## src/mtil_params.svh

```systemverilog
// Constants for the terminal interrupt logic: offsets, bit positions, resets and timings.
`ifndef MTIL_PARAMS_SVH
`define MTIL_PARAMS_SVH

// APB byte offsets of the registers.
`define MTIL_OFF_MASK 12'h000
`define MTIL_OFF_STAT 12'h004
`define MTIL_OFF_CFG2 12'h008
`define MTIL_OFF_CFG3 12'h00c
`define MTIL_OFF_CFG4 12'h010
`define MTIL_OFF_CFG5 12'h014
`define MTIL_OFF_CTRL 12'h018
`define MTIL_OFF_TTAG 12'h01c
`define MTIL_OFF_TRIG 12'h020

// Interrupt bit positions.
`define MTIL_B_EOM 0
`define MTIL_B_STSET 1
`define MTIL_B_FMT 2
`define MTIL_B_EOF 3
`define MTIL_B_CWEOM 4
`define MTIL_B_CBROLL 5
`define MTIL_B_TTROLL 6
`define MTIL_B_APAR 7
`define MTIL_B_RETRY 8

// Configuration bit positions.
`define MTIL_C2_EMM 1
`define MTIL_C2_LEVEL 3
`define MTIL_C2_AUTOCLR 4
`define MTIL_C2_REPLACE 11
`define MTIL_C2_ENHIRQ 15
`define MTIL_C3_EMC 0
`define MTIL_C3_ENH 15
`define MTIL_C4_BMASK 11
`define MTIL_C4_WIDECW 12
`define MTIL_CTRL_IRQRST 2
`define MTIL_BC_BCR 4

// Reset values.
`define MTIL_RST_REG 16'h0000

// Response timeout choices in tenths of a microsecond, and cycles at 50 MHz.
`define MTIL_CLK_MHZ 50
`define MTIL_TO0_DUS 185
`define MTIL_TO1_DUS 225
`define MTIL_TO2_DUS 505
`define MTIL_TO3_DUS 1300
`define MTIL_TO_CYC(d) (((d) * `MTIL_CLK_MHZ) / 10)

`endif

```

## src/mtil_pkg.sv

```systemverilog
// Types shared by the terminal interrupt logic.
package mtil_pkg;

    // Operating role of the terminal.
    typedef enum logic [1:0] {
        MTIL_BC,
        MTIL_RT,
        MTIL_WMON,
        MTIL_MMON
    } mtil_mode_t;

    // One-cycle events reported by the protocol engine.
    typedef struct packed {
        logic msg_end;
        logic msg_err;
        logic retried;
        logic loop_fail;
        logic rsp_start;
        logic rsp_seen;
        logic rt2rt_rx;
        logic sts_valid;
        logic cmd_valid;
        logic stop_abort;
        logic buf_bottom;
        logic is_tx;
        logic is_modecode;
    } mtil_evt_t;

    // Per-message qualifiers from control words and shared RAM.
    typedef struct packed {
        logic [15:0] bc_ctrl;
        logic sa_roll_en;
        logic sa_eom_en;
        logic mc_irq_en;
        logic [15:0] msg_count;
        logic [15:0] rx_word;
        logic [4:0] exp_addr;
    } mtil_qual_t;

endpackage : mtil_pkg

```

## src/mtil_timeout.sv

```systemverilog
// Response timeout counter with four selectable limits.
`timescale 1ns/10ps
`include "mtil_params.svh"

module mtil_timeout (
    // Clock and reset.
    input wire logic clk_i,
    input wire logic rst_i,
    // Control.
    input wire logic start_i,
    input wire logic seen_i,
    input wire logic [1:0] sel_i,
    // Result.
    output logic expired_o
);
    localparam logic [12:0] L0 = 13'(`MTIL_TO_CYC(`MTIL_TO0_DUS));
    localparam logic [12:0] L1 = 13'(`MTIL_TO_CYC(`MTIL_TO1_DUS));
    localparam logic [12:0] L2 = 13'(`MTIL_TO_CYC(`MTIL_TO2_DUS));
    localparam logic [12:0] L3 = 13'(`MTIL_TO_CYC(`MTIL_TO3_DUS));

    logic [12:0] count; // Cycles waited so far.
    logic armed; // A response is awaited.
    wire logic [12:0] limit = (sel_i == 2'd0) ? L0 : (sel_i == 2'd1) ? L1 :
                              (sel_i == 2'd2) ? L2 : L3;
    wire logic hit = armed && (count == limit);

    // Count while armed; the late response is caught once and disarms.
    always_ff @(posedge clk_i) begin
        if (rst_i || seen_i || hit) begin
            armed <= 1'b0;
            count <= 13'h0000;
        end else if (start_i) begin
            armed <= 1'b1;
            count <= 13'h0001;
        end else if (armed) begin
            count <= count + 13'h0001;
        end
    end

    // Expiry pulse, registered.
    always_ff @(posedge clk_i) begin
        if (rst_i) begin
            expired_o <= 1'b0;
        end else begin
            expired_o <= hit;
        end
    end
endmodule : mtil_timeout

```

## src/mtil_top.sv

```systemverilog
// Interrupt event detection, status latching and request output of a 1553 terminal.
//
// Functional notes
// RULE_01: Controller retried message raises retry interrupt.
// RULE_02: Address plus parity not odd raises interrupt.
// RULE_03: Time tag wrap to zero raises interrupt.
// RULE_04: Buffer rollover needs mask, memory mode, control flag.
// RULE_05: Overwrite off: rollover at bottom word access.
// RULE_06: Overwrite on: rollover at good message end.
// RULE_07: Controller word end interrupt needs three enables.
// RULE_08: Terminal subaddress word enables end interrupt.
// RULE_09: Frame done when message count reaches all ones.
// RULE_10: Stop-on-error abort suppresses frame done.
// RULE_11: Loopback failure raises format error.
// RULE_12: Invalid received message raises format error.
// RULE_13: Late response raises format error, selectable timeout.
// RULE_14: Terminal-to-terminal receive timeout flags format error.
// RULE_15: Bad status address or bits raises status set.
// RULE_16: Masked broadcast expects broadcast-received bit set.
// RULE_17: Mode code interrupt only with enhanced handling.
// RULE_18: Word monitor trigger pattern match raises interrupt.
// RULE_19: End of message on every message; the code gives none in word monitor mode.
// RULE_20: Request asserts on masked condition, pulse or level.
// RULE_21: Level cleared by status read or reset bit.
// RULE_22: Status latches with mask unless enhanced interrupts.
// RULE_23: Fixed bit positions for the nine interrupts.
// RULE_24: Non-enhanced only bits seven to zero work.
//
// Local design decisions: the register addresses and the APB interface to the registers.
`timescale 1ns/10ps
`include "mtil_params.svh"

module mtil_top (
    // Clock and reset.
    input wire logic CLK_I,
    input wire logic RST_I,
    // APB slave.
    input wire logic PSEL_I,
    input wire logic PENABLE_I,
    input wire logic PWRITE_I,
    input wire logic [11:0] PADDR_I,
    input wire logic [31:0] PWDATA_I,
    output logic [31:0] PRDATA_O,
    output logic PREADY_O,
    output logic PSLVERR_O,
    // Protocol engine events, same clock.
    input wire logic [1:0] MODE_I,
    input wire mtil_pkg::mtil_evt_t EVT_I,
    input wire mtil_pkg::mtil_qual_t QUAL_I,
    input wire logic TTAG_TICK_I,
    // Terminal address strap pins.
    input wire logic [4:0] TERMINAL_ADDRESS_INPUTS_I,
    input wire logic TERMINAL_ADDRESS_PARITY_INPUT_I,
    // Interrupt requests: IRQ_N_O active low, FRAME_DONE_IRQ_O active high.
    output logic IRQ_N_O,
    output logic FRAME_DONE_IRQ_O
);
    // Registers written by software.
    logic [15:0] mask;
    logic [15:0] cfg2;
    logic [15:0] cfg3;
    logic [15:0] cfg4;
    logic [15:0] cfg5;
    logic [15:0] trig_pat;
    // State.
    logic [15:0] status;
    logic [15:0] ttag;
    logic irq_level; // Held level request.
    // Address pin synchronisers.
    logic [5:0] adr_s1;
    logic [5:0] adr_s2;

    // Mode decode.
    wire logic is_bc = (MODE_I == 2'(mtil_pkg::MTIL_BC));
    wire logic is_rt = (MODE_I == 2'(mtil_pkg::MTIL_RT));
    wire logic is_wm = (MODE_I == 2'(mtil_pkg::MTIL_WMON));
    wire logic is_mm = (MODE_I == 2'(mtil_pkg::MTIL_MMON));
    wire logic enh = cfg3[`MTIL_C3_ENH];
    wire logic enh_irq = enh && cfg2[`MTIL_C2_ENHIRQ];
    wire logic emm = cfg2[`MTIL_C2_EMM];

    // APB decode.
    wire logic acc = PSEL_I && PENABLE_I;
    wire logic wr = acc && PWRITE_I;
    wire logic rd_stat = acc && !PWRITE_I && (PADDR_I == `MTIL_OFF_STAT);
    wire logic mapped = (PADDR_I[1:0] == 2'b00) && (PADDR_I <= `MTIL_OFF_TRIG);
    wire logic irq_rst = wr && (PADDR_I == `MTIL_OFF_CTRL) &&
                         PWDATA_I[`MTIL_CTRL_IRQRST];

    // Timeout shared by controller, monitor and terminal-to-terminal cases.
    logic timeout;
    wire logic to_start = EVT_I.rsp_start && (is_bc || is_mm || (is_rt && EVT_I.rt2rt_rx)); // RULE_13 RULE_14
    mtil_timeout u_to (
        .clk_i(CLK_I),
        .rst_i(RST_I),
        .start_i(to_start),
        .seen_i(EVT_I.rsp_seen),
        .sel_i(cfg5[10:9]),
        .expired_o(timeout)
    );

    // Address parity: six inputs must sum odd.
    wire logic apar_bad = ~^adr_s2; // RULE_02

    // Time tag wrap from all ones.
    wire logic tt_wrap = TTAG_TICK_I && (ttag == 16'hffff); // RULE_03

    // Status word check with the broadcast exception.
    wire logic bmask = QUAL_I.bc_ctrl[`MTIL_BC_BCR];
    wire logic exp_bcr = (!enh || !cfg4[`MTIL_C4_BMASK]) && bmask; // RULE_16
    wire logic [7:0] sts_bits = {QUAL_I.rx_word[9], QUAL_I.rx_word[8],
                                 QUAL_I.rx_word[4:0], QUAL_I.rx_word[10]};
    wire logic [7:0] sts_exp = {1'b0, 1'b0, exp_bcr, 5'h00};
    wire logic sts_bad = (QUAL_I.rx_word[15:11] != QUAL_I.exp_addr) ||
                         (sts_bits != sts_exp); // RULE_15

    // Event conditions at their bit positions.
    logic [15:0] cond;
    wire logic roll_ok = emm && is_rt && QUAL_I.sa_roll_en; // RULE_04
    wire logic roll_now = !cfg2[`MTIL_C2_REPLACE] && EVT_I.buf_bottom; // RULE_05
    wire logic roll_end = cfg2[`MTIL_C2_REPLACE] && EVT_I.msg_end && EVT_I.buf_bottom &&
                          (EVT_I.is_tx || !EVT_I.msg_err); // RULE_06
    always_comb begin
        cond = 16'h0000;
        cond[`MTIL_B_RETRY] = is_bc && EVT_I.retried; // RULE_01
        cond[`MTIL_B_APAR] = apar_bad; // RULE_02
        cond[`MTIL_B_TTROLL] = tt_wrap; // RULE_03
        cond[`MTIL_B_CBROLL] = roll_ok && (roll_now || roll_end); // RULE_04 RULE_05 RULE_06
        cond[`MTIL_B_CWEOM] = EVT_I.msg_end &&
            ((is_bc && cfg4[`MTIL_C4_WIDECW] && QUAL_I.bc_ctrl[4]) || // RULE_07
             (is_rt && emm && QUAL_I.sa_eom_en)); // RULE_08
        cond[`MTIL_B_EOF] = is_bc && EVT_I.msg_end && !EVT_I.stop_abort &&
                            (QUAL_I.msg_count == 16'hffff); // RULE_09 RULE_10
        cond[`MTIL_B_FMT] = EVT_I.loop_fail || // RULE_11
                            (EVT_I.msg_end && EVT_I.msg_err) || // RULE_12
                            timeout; // RULE_13 RULE_14
        cond[`MTIL_B_STSET] = (is_bc && EVT_I.sts_valid && sts_bad) || // RULE_15
            (is_rt && enh && cfg3[`MTIL_C3_EMC] && EVT_I.msg_end &&
             EVT_I.is_modecode && QUAL_I.mc_irq_en) || // RULE_17
            (is_wm && enh && EVT_I.cmd_valid && (QUAL_I.rx_word == trig_pat)); // RULE_18
        cond[`MTIL_B_EOM] = EVT_I.msg_end && !is_wm; // RULE_19
    end

    // Only bits 7..0 work outside enhanced interrupts.
    wire logic [15:0] live = enh_irq ? 16'h01ff : 16'h00ff; // RULE_23 RULE_24
    wire logic [15:0] latch = cond & live & (enh_irq ? 16'hffff : mask); // RULE_22
    wire logic [15:0] req = cond & live & mask; // RULE_20
    wire logic any_req = |req;
    wire logic level_mode = cfg2[`MTIL_C2_LEVEL];
    wire logic lvl_clr = irq_rst || (rd_stat && cfg2[`MTIL_C2_AUTOCLR]); // RULE_21

    // Read mux.
    logic [15:0] rsel;
    always_comb begin
        unique case (PADDR_I)
            `MTIL_OFF_MASK: rsel = mask;
            `MTIL_OFF_STAT: rsel = status;
            `MTIL_OFF_CFG2: rsel = cfg2;
            `MTIL_OFF_CFG3: rsel = cfg3;
            `MTIL_OFF_CFG4: rsel = cfg4;
            `MTIL_OFF_CFG5: rsel = cfg5;
            `MTIL_OFF_TTAG: rsel = ttag;
            `MTIL_OFF_TRIG: rsel = trig_pat;
            default: rsel = 16'h0000;
        endcase
    end

    // Address pins pass two flops before the parity check.
    always_ff @(posedge CLK_I) begin
        adr_s1 <= {TERMINAL_ADDRESS_INPUTS_I, TERMINAL_ADDRESS_PARITY_INPUT_I};
        adr_s2 <= adr_s1;
    end

    // Software-written registers.
    always_ff @(posedge CLK_I) begin
        if (RST_I) begin
            mask <= `MTIL_RST_REG;
            cfg2 <= `MTIL_RST_REG;
            cfg3 <= `MTIL_RST_REG;
            cfg4 <= `MTIL_RST_REG;
            cfg5 <= `MTIL_RST_REG;
            trig_pat <= `MTIL_RST_REG;
        end else if (wr) begin
            if (PADDR_I == `MTIL_OFF_MASK) mask <= PWDATA_I[15:0];
            if (PADDR_I == `MTIL_OFF_CFG2) cfg2 <= PWDATA_I[15:0];
            if (PADDR_I == `MTIL_OFF_CFG3) cfg3 <= PWDATA_I[15:0];
            if (PADDR_I == `MTIL_OFF_CFG4) cfg4 <= PWDATA_I[15:0];
            if (PADDR_I == `MTIL_OFF_CFG5) cfg5 <= PWDATA_I[15:0];
            if (PADDR_I == `MTIL_OFF_TRIG) trig_pat <= PWDATA_I[15:0];
        end
    end

    // Time tag counter.
    always_ff @(posedge CLK_I) begin
        if (RST_I) begin
            ttag <= 16'h0000;
        end else if (TTAG_TICK_I) begin
            ttag <= ttag + 16'h0001;
        end
    end

    // Status is cleared by its own read; a new event in that cycle still lands.
    always_ff @(posedge CLK_I) begin
        if (RST_I) begin
            status <= 16'h0000;
        end else begin
            status <= (rd_stat ? 16'h0000 : status) | latch; // RULE_22
        end
    end

    // Level request; a set in the clearing cycle wins.
    always_ff @(posedge CLK_I) begin
        if (RST_I) begin
            irq_level <= 1'b0;
        end else begin
            irq_level <= (any_req && level_mode) || (irq_level && !lvl_clr); // RULE_21
        end
    end

    // Request pin: pulse low for as many cycles as the request lasts, or held low level.
    always_ff @(posedge CLK_I) begin
        if (RST_I) begin
            IRQ_N_O <= 1'b1;
            FRAME_DONE_IRQ_O <= 1'b0;
        end else begin
            IRQ_N_O <= !((any_req && !level_mode) ||
                         (level_mode && ((any_req) || (irq_level && !lvl_clr)))); // RULE_20
            FRAME_DONE_IRQ_O <= req[`MTIL_B_EOF]; // RULE_09
        end
    end

    // APB answer: zero wait states, error on unmapped word.
    always_ff @(posedge CLK_I) begin
        if (RST_I) begin
            PRDATA_O <= 32'h0000_0000;
            PREADY_O <= 1'b0;
            PSLVERR_O <= 1'b0;
        end else begin
            PREADY_O <= PSEL_I && !PENABLE_I;
            PSLVERR_O <= PSEL_I && !PENABLE_I && !mapped;
            PRDATA_O <= {16'h0000, rsel};
        end
    end
endmodule : mtil_top

```

## config.mk

```make
export PLATFORM = sky130hd
export DESIGN_NAME = mtil_top
export DESIGN_NICKNAME = d
export VERILOG_FILES = /design/src/mtil_pkg.sv /design/src/mtil_timeout.sv /design/src/mtil_top.sv
export VERILOG_INCLUDE_DIRS = /design/src
export SDC_FILE = /design/constraint.sdc
export NUM_CORES = 1
export LEC_CHECK = 0
export BUFFER_PORTS_ARGS = -buffer_cell sky130_fd_sc_hd__buf_2
export CAP_MARGIN = 0
export CORE_ASPECT_RATIO = 0.5
export CORE_MARGIN = 2
export CORE_UTILIZATION = 25
export CTS_CLUSTER_SIZE = 24
export DETAILED_ROUTE_END_ITERATION = 8
export GPL_ROUTABILITY_DRIVEN = 0
export PLACE_DENSITY = 0.44
export SLEW_MARGIN = 20
export SYNTH_ARGS = -nofsm -noshare
export SYNTH_HDL_FRONTEND = slang
export SYNTH_SLANG_ARGS = --single-unit
```

## constraint.sdc

```tcl
create_clock -name CLK_I -period 2.8 [get_ports CLK_I]
set_clock_uncertainty 0.2 [all_clocks]
set_input_delay 0.56 -clock CLK_I [delete_from_list [all_inputs] [get_ports CLK_I]]
set_output_delay 0.56 -clock CLK_I [all_outputs]
set_load 0.03 [all_outputs]
```

==> results.py, run 1 <==
metrics = {
    "status": {
        "status": "finished clean",
    },
    "cts": {
        "cts_made_buffers": 17,
        "clock_latency_ns": 0.44,
        "cts_setup_buffers": 0,
        "clock-sinks": 169,
        "clockRootBuffer": "clkbuf_16",
        "h-tree-depth": 4,
        "ctsResizeCount": 0,
        "cts_tree": "yes",
        "clockBufferDepth": 2,
        "cts.reportedPaths.clkPinSlew_ns": 0.07,
    },
    "sta": {
        "fin_setup_tns_ns": 0,
        "setup_violations": 0,
        "fin_crit_ns": 2.34,
        "post-route-period-util_pct": 83.7,
        "fin_ws_ns": 0.457,
        "max_slew.worst_pin.slew_ns": 0.543,
        "holdWs_ns": 0.127,
        "rsz0062_at_grt": "false",
        "slew_viol_final": 0,
        "slew-limit-headroom_pct": 63.3,
        "fmax_mhz": 427,
        "hold_violations": 0,
    },
    "yosys": {
        "yosysSeqAreaShare_pct": 44.7,
        "synth_area_leaders": "dfxtp_1, mux2i_1, nand2_1",
        "synth_top_cell_by_area": "dfxtp_1",
        "synth_area_sq_um": 7570,
        "ys_ff_latch": 169,
        "ys_types": 65,
        "synth_ff_type": "dfxtp_1",
        "synth_edf_count": 0,
        "synthArstFlopShare_pct": 0,
        "yosys_warnings": 0,
        "syn_area_per_cell_sq_um": 8.82,
        "synth_cells": 858,
        "netlist.area_leader.share_pct": 44.7,
    },
    "floorplanning": {
        "die-area_sq_um": 31800,
        "start_util_pct": 25.7,
        "rows": 44,
        "coreArea_sq_um": 29400,
        "die_w_um": 250,
        "num_io_pins": 163,
        "fp.dieH_um": 127,
    },
    "grt": {
        "track_usage_pct": 17.0,
        "overflow": 0,
        "grt_max_degree": 82,
        "first_global_vias": 6510,
        "grt_pass1_wl_mm": 40.1,
        "antenna_found_initial": 0,
    },
    "drt": {
        "drt-total-wl_mm": 26.4,
        "via_count": 6694,
        "dr.pass1.iters": 5,
        "drc_errors": 0,
        "antenna_left": 0,
        "viasPerCell": 4.80,
        "route.detailed.wl_per_inst_um": 18.9,
        "drt_iter0_drc": 547,
    },
    "min_path": {
        "hold_path.class": "reg2reg",
        "hp-start": "adr_s1[4]",
    },
    "placed_design": {
        "pre_cts_ws_ns": 0.00851,
        "dp_hpwl_mm": 18.8,
        "io_buffers": 115,
    },
    "setup_path": {
        "end_kind": "flip-flop",
        "cp-startpoint": "u_to.expired_o",
        "path_class": "reg2reg",
        "critPathRequiredTime_ns": 2.91,
        "cp-start-kind": "flip-flop",
        "r2r_start": "u_to.expired_o",
        "critPathArrivalTime_ns": 2.46,
        "crit_path_max_fanout": 2,
    },
    "layout": {
        "n_fill_cell": 3109,
        "drive_gt1_share_pct": 21.2,
        "final_nets": 1125,
        "num_antenna_cells": 0,
        "syn_to_final_growth_pct": 24.7,
    },
    "pwr": {
        "ir_drop_mv": 0.348,
        "finalPower_mw": 5.47,
        "pwr_density_cell_nw_per_um2": 579,
        "p_leak_nw": 3.37,
    },
    "job": {
        "maxCapViolCount": 0,
    },
}
## cells in the final DEF, fill, tap and decap left out, types with 18 or more instances in the layout
master | netlist | final
dfxtp_1 | 169 | 169
nand2_1 | 144 | 144
buf_2 | 12 | 114
nor2_1 | 99 | 99
a21oi_1 | 68 | 68
mux2i_1 | 57 | 57
buf_4 | 17 | 36
xnor2_1 | 29 | 29
a22oi_1 | 29 | 29
xor2_1 | 25 | 25
o21ai_0 | 18 | 18
## through the flow
stage | utilization [%] | instances | instance area, sq um
2_1_floorplan | - | 873 | 7620
3_3_place_gp | 29.6 | 1359 | 8710
6_report | 32.1 | 1396 | 9440
4_1_cts | 32.1 | 1396 | 9440
3_5_place_dp | 29.6 | 1359 | 8710
5_1_grt | 32.1 | 1396 | 9440
## cell families after synthesis
family	after synthesis	synth area share (%)
other	1	0.0496
XOR/XNOR	54	6.25
multiplexers	69	9.33
AO/OA/AOI/OAI	164	13.7
AND/OR/NAND/NOR	327	20.0
adder cells (fa/ha/maj)	5	0.827
buffers and inverters	69	5.09
flip-flops	169	44.7
## per-layer routing
| metal | global-route usage, % | wire length, um | up-vias |
|---|---|---|---|
| li1 | - | - | 3239 |
| met4 | 5.46 | 486 | 0 |
| met5 | 0 | 0 | - |
| met3 | 3.42 | 1280 | 32 |
| met2 | 27.0 | 12000 | 175 |
| met1 | 23.1 | 12600 | 3248 |
## state kept, by name (all words and copies together) (netlist names), 6 cells and up
| signal | flops |
|---|---|
| u_to.count | 13 |
| trig_pat | 16 |
| PRDATA_O | 16 |
| adr_s2 | 6 |
| ttag | 16 |
| cfg5 | 16 |
| adr_s1 | 6 |
| status | 9 |
| cfg2 | 16 |
| cfg4 | 16 |
| cfg3 | 16 |
| mask | 16 |
## worst paths after layout
| check | end | slack [ns] | cells past startpoint |
|---|---|---|---|
| min | adr_s2[4] | 0.13 | 0 |
| max reg2reg | irq_level | 0.46 | 6 |
| max | irq_level | 0.46 | 6 |
| min reg2reg | adr_s2[4] | 0.13 | 0 |
## worst max-delay path, stage by stage (launching register included)
cell and delay [ns]:
dfxtp_1 0.37, a211o_1 0.29, a222oi_1 0.34, a21bo_2 0.26, a2111o_1 0.43, a311oi_1 0.23, a211oi_1 0.10
## layout make-up
class | instances | area, sq um | area share [%]
repair buffers | 161 | 1000 | 10.6
well taps | 391 | 489 | 5.18
clock inverters | 14 | 245 | 2.60
flip-flops and latches | 169 | 3380 | 35.8
multi-input cells | 635 | 3860 | 40.9
clock buffers | 17 | 425 | 4.51
inverters | 9 | 33.8 | 0.358
## synth_stat cells (3+ instances only)
master and instances:
buf_4 17, nor4_1 3, ha_1 5, a222oi_1 7, inv_1 9, and4_1 3, clkbuf_1 26, nor3_2 3
nor3_1 4, xnor2_1 29, a22oi_1 29, or3_1 3, mux2_2 12, and3_1 11, o21ai_0 18, dfxtp_1 169
nor2_1 99, a21oi_1 68, nand3_1 17, a31oi_1 14, xor2_1 25, nand4_1 15, o22ai_1 3, mux2i_1 57
buf_2 12, a211oi_1 3, nand2_1 144
## power breakdown
group	leakage [nW]	switching [mW]	internal (mW)
Clock	0.318	1.04	1.68
Sequential	1.37	0.0116	2.42
Combinational	1.69	0.206	0.116
Total	3.37	1.26	4.21
## repair_timing
action,in CTS,in global routing
hold buffers,6,0
hold endpoints to repair,6,0
setup endpoints to repair,0,0
(Power assumes the default switching activity.)
==> inputs of run 2 (changes only) <==
--- a/config.mk
+++ b/config.mk
@@ -6,6 +6,7 @@
 export SDC_FILE = /design/constraint.sdc
 export NUM_CORES = 1
 export LEC_CHECK = 0
+export ABC_AREA = 1
 export BUFFER_PORTS_ARGS = -buffer_cell sky130_fd_sc_hd__buf_2
 export CAP_MARGIN = 0
 export CORE_ASPECT_RATIO = 0.5
@@ -14,7 +15,7 @@
 export CTS_CLUSTER_SIZE = 24
 export DETAILED_ROUTE_END_ITERATION = 8
 export GPL_ROUTABILITY_DRIVEN = 0
-export PLACE_DENSITY = 0.44
+export PLACE_DENSITY = 0.45
 export SLEW_MARGIN = 20
 export SYNTH_ARGS = -nofsm -noshare
 export SYNTH_HDL_FRONTEND = slang
==> constraint.sdc (replaced) <==
create_clock -name CLK_I -period 2.1 [get_ports CLK_I]
set_clock_uncertainty 0.2 [all_clocks]
set_input_delay 0.42 -clock CLK_I [delete_from_list [all_inputs] [get_ports CLK_I]]
set_output_delay 0.42 -clock CLK_I [all_outputs]
set_load 0.03 [all_outputs]
==> run 2 against run 1 <==
  * Fmax is 21% higher
  * Hold slack worse by 0.067 ns
  * Via count is 9.3% higher
  * Synthesized cell count is 23% higher
  * Critical endpoint is now status[6]
  * Clock power is 16% higher
  * Highest routed layer unchanged
  * Critical path type unchanged
  * Count of clock-buffer cells in the layout is 1 higher
  * Combinational power is 40% higher
==> results.py, run 2 <==
metrics = {
    "sta": {
        "rsz0062_at_grt": "false",
        "setup_violations": 0,
        "fmax_mhz": 516,
        "post-route-period-util_pct": 92.3,
        "max_slew.worst_pin.slew_ns": 0.523,
        "slew_viol_final": 0,
        "fin_crit_ns": 1.94,
        "holdWs_ns": 0.0592,
        "hold_violations": 0,
        "slew-limit-headroom_pct": 65.1,
    },
    "yosys": {
        "ys_top_cells_by_count": "dfxtp_1, inv_1, a21oi_1",
        "netlist.area_leader.share_pct": 43.7,
        "synth_top_cell_by_area": "dfxtp_1",
        "synth_area_sq_um": 7750,
        "ys_types": 43,
        "yosysSeqAreaShare_pct": 43.7,
        "synth_ff_type": "dfxtp_1",
        "synth_edf_count": 0,
        "yosys.cell_count.top_type": "dfxtp_1",
        "synth_area_leaders": "dfxtp_1, a21oi_1, inv_1",
        "synth_cells": 1053,
        "ys_ff_latch": 169,
        "syn_area_per_cell_sq_um": 7.36,
        "synthArstFlopShare_pct": 0,
        "yosys_warnings": 0,
    },
    "layout": {
        "n_fill_cell": 3280,
        "final_nets": 1332,
        "stdcell_area_sq_um": 9730,
        "num_antenna_cells": 0,
        "multi_input_area_sq_um": 3520,
        "drive_gt1_share_pct": 18.6,
        "seqCellArea_sq_um": 3380,
        "syn_to_final_growth_pct": 25.5,
        "final_cell_mix": "dfxtp_1, inv_1, a21oi_1",
        "final_common_cell": "dfxtp_1",
    },
    "setup_path": {
        "critPathArrivalTime_ns": 2.11,
        "path_class": "reg2reg",
        "critPathRequiredTime_ns": 2.28,
        "crit_path_max_fanout": 3,
        "end_kind": "flip-flop",
        "cp-start-kind": "flip-flop",
    },
    "floorplanning": {
        "fp.dieH_um": 128,
        "coreArea_sq_um": 30400,
        "die_w_um": 253,
        "die-area_sq_um": 32500,
        "num_io_pins": 163,
        "rows": 45,
        "start_util_pct": 25.5,
    },
    "min_path": {
        "hold_path.class": "in2reg",
    },
    "grt": {
        "grt_pass1_wl_mm": 38.9,
        "grt_max_degree": 61,
        "antenna_found_initial": 0,
        "overflow": 0,
        "first_global_vias": 7001,
        "track_usage_pct": 15.8,
    },
    "drt": {
        "dr.pass1.iters": 4,
        "antenna_left": 0,
        "drc_errors": 0,
        "via_count": 7319,
        "drt_iter0_drc": 485,
        "viasPerCell": 4.54,
        "drt-total-wl_mm": 25.2,
        "route.detailed.wl_per_inst_um": 15.7,
    },
    "pwr": {
        "ir_drop_mv": 0.455,
        "pwr_density_cell_nw_per_um2": 703,
        "p_leak_nw": 3.70,
        "finalPower_mw": 6.84,
    },
    "cts": {
        "cts_made_buffers": 17,
        "clock-sinks": 169,
        "clockBufferDepth": 2,
        "cts.reportedPaths.clkPinSlew_ns": 0.07,
        "h-tree-depth": 4,
        "clock_latency_ns": 0.45,
        "cts_tree": "yes",
        "clockRootBuffer": "clkbuf_16",
    },
    "placed_design": {
        "placed_area_sq_um": 9060,
        "dp_hpwl_mm": 19.3,
        "io_buffers": 115,
    },
    "job": {
        "maxCapViolCount": 0,
    },
    "status": {
        "status": "finished clean",
    },
}
run 2: cell types whose count changed after synthesis, sizes merged, moves of 16 or more:
cell | before | now
nand2 | 144 | 123
xnor2 | 29 | 13
a21oi | 68 | 122
a22oi | 29 | 1
a211oi | 3 | 29
nand3 | 19 | 41
inv | 9 | 161
o21ai | 19 | 94
nor2 | 99 | 121
mux2i | 57 | 1
o22ai | 3 | 44
run 2: final cells by class:
| cell class | instances | share of cell area [%] |
|---|---|---|
| Multi-Input combinational cell | 679 | 36.1 |
| Sequential cell | 169 | 34.8 |
| Timing Repair Buffer | 171 | 11.6 |
| Inverter | 162 | 6.29 |
| Tap cell | 399 | 5.13 |
| Clock buffer | 18 | 4.52 |
| Clock inverter | 14 | 1.56 |
run 2: logic make-up (layout without fill, tap and decap cells):
| family | Yosys count | in the layout | synth area share [%] |
|---|---|---|---|
| XOR/XNOR | 26 | 26 | 2.94 |
| buffers and inverters | 220 | 365 | 11.7 |
| other | 1 | 16 | 0.0484 |
| AO/OA/AOI/OAI | 302 | 302 | 21.8 |
| AND/OR/NAND/NOR | 329 | 329 | 18.9 |
| flip-flops | 169 | 169 | 43.7 |
| multiplexers | 1 | 1 | 0.129 |
| adder cells (fa/ha/maj) | 5 | 5 | 0.807 |
run 2: power breakdown:
group / switching, mW / internal [mW] / leakage (nW) / total [mW]
sequential: 0.00900 / 3.22 / 1.37 / 3.23
combinational: 0.289 / 0.162 / 2.06 / 0.451
clock: 1.54 / 1.62 / 0.280 / 3.16
run 2: metrics by stage:
step | TNS (ns) | setup slack, ns | utilization, % | cells
floorplan | 0 | 0.368 | - | 1068
global placement | -1.20 | -0.146 | 29.8 | 1573
detailed placement | -2.10 | -0.138 | 29.8 | 1573
CTS | 0 | 0.0724 | 32.0 | 1612
global route | 0 | 0.0257 | 32.0 | 1612
finish | 0 | 0.161 | 32.0 | 1612
run 2: path summary, 6_finish.rpt:
| path | start | end | slack, ns | cells past startpoint |
|---|---|---|---|---|
| min | PSEL_I | PREADY_O | 0.06 | 3 |
| max reg2reg | ttag[0] | status[6] | 0.16 | 7 |
| max | ttag[0] | status[6] | 0.16 | 7 |
| min reg2reg | adr_s1[4] | adr_s2[4] | 0.13 | 0 |
run 2: layer usage:
| metal | vias to the layer above | global-route usage (%) | wire (um) | share of wire (%) |
|---|---|---|---|---|
| met1 | 3446 | 21.2 | 12400 | 49 |
| li1 | 3756 | - | - | - |
| met4 | 0 | 3.45 | 210 | 0.83 |
| met5 | - | 0 | 0 | 0 |
| met3 | 13 | 3.22 | 800 | 3.2 |
| met2 | 104 | 26.1 | 11800 | 47 |
run 2: critical path, stage by stage, from the launching register on:
cell	delay, ns
dfxtp_1	0.34
ha_1	0.17
inv_1	0.06
nor2_1	0.19
nand2_1	0.17
nor3_1	0.42
o211ai_1	0.16
a21oi_1	0.16
run 2: what timing repair did:
| action | 4_1_cts | 5_1_grt |
|---|---|---|
| hold endpoints to repair | 7 | 0 |
| buffers inserted | 0 | 0 |
| hold buffers | 7 | 0 |
| endpoints found under the setup margin | 0 | 3 |
| resized for setup | 0 | 2 |
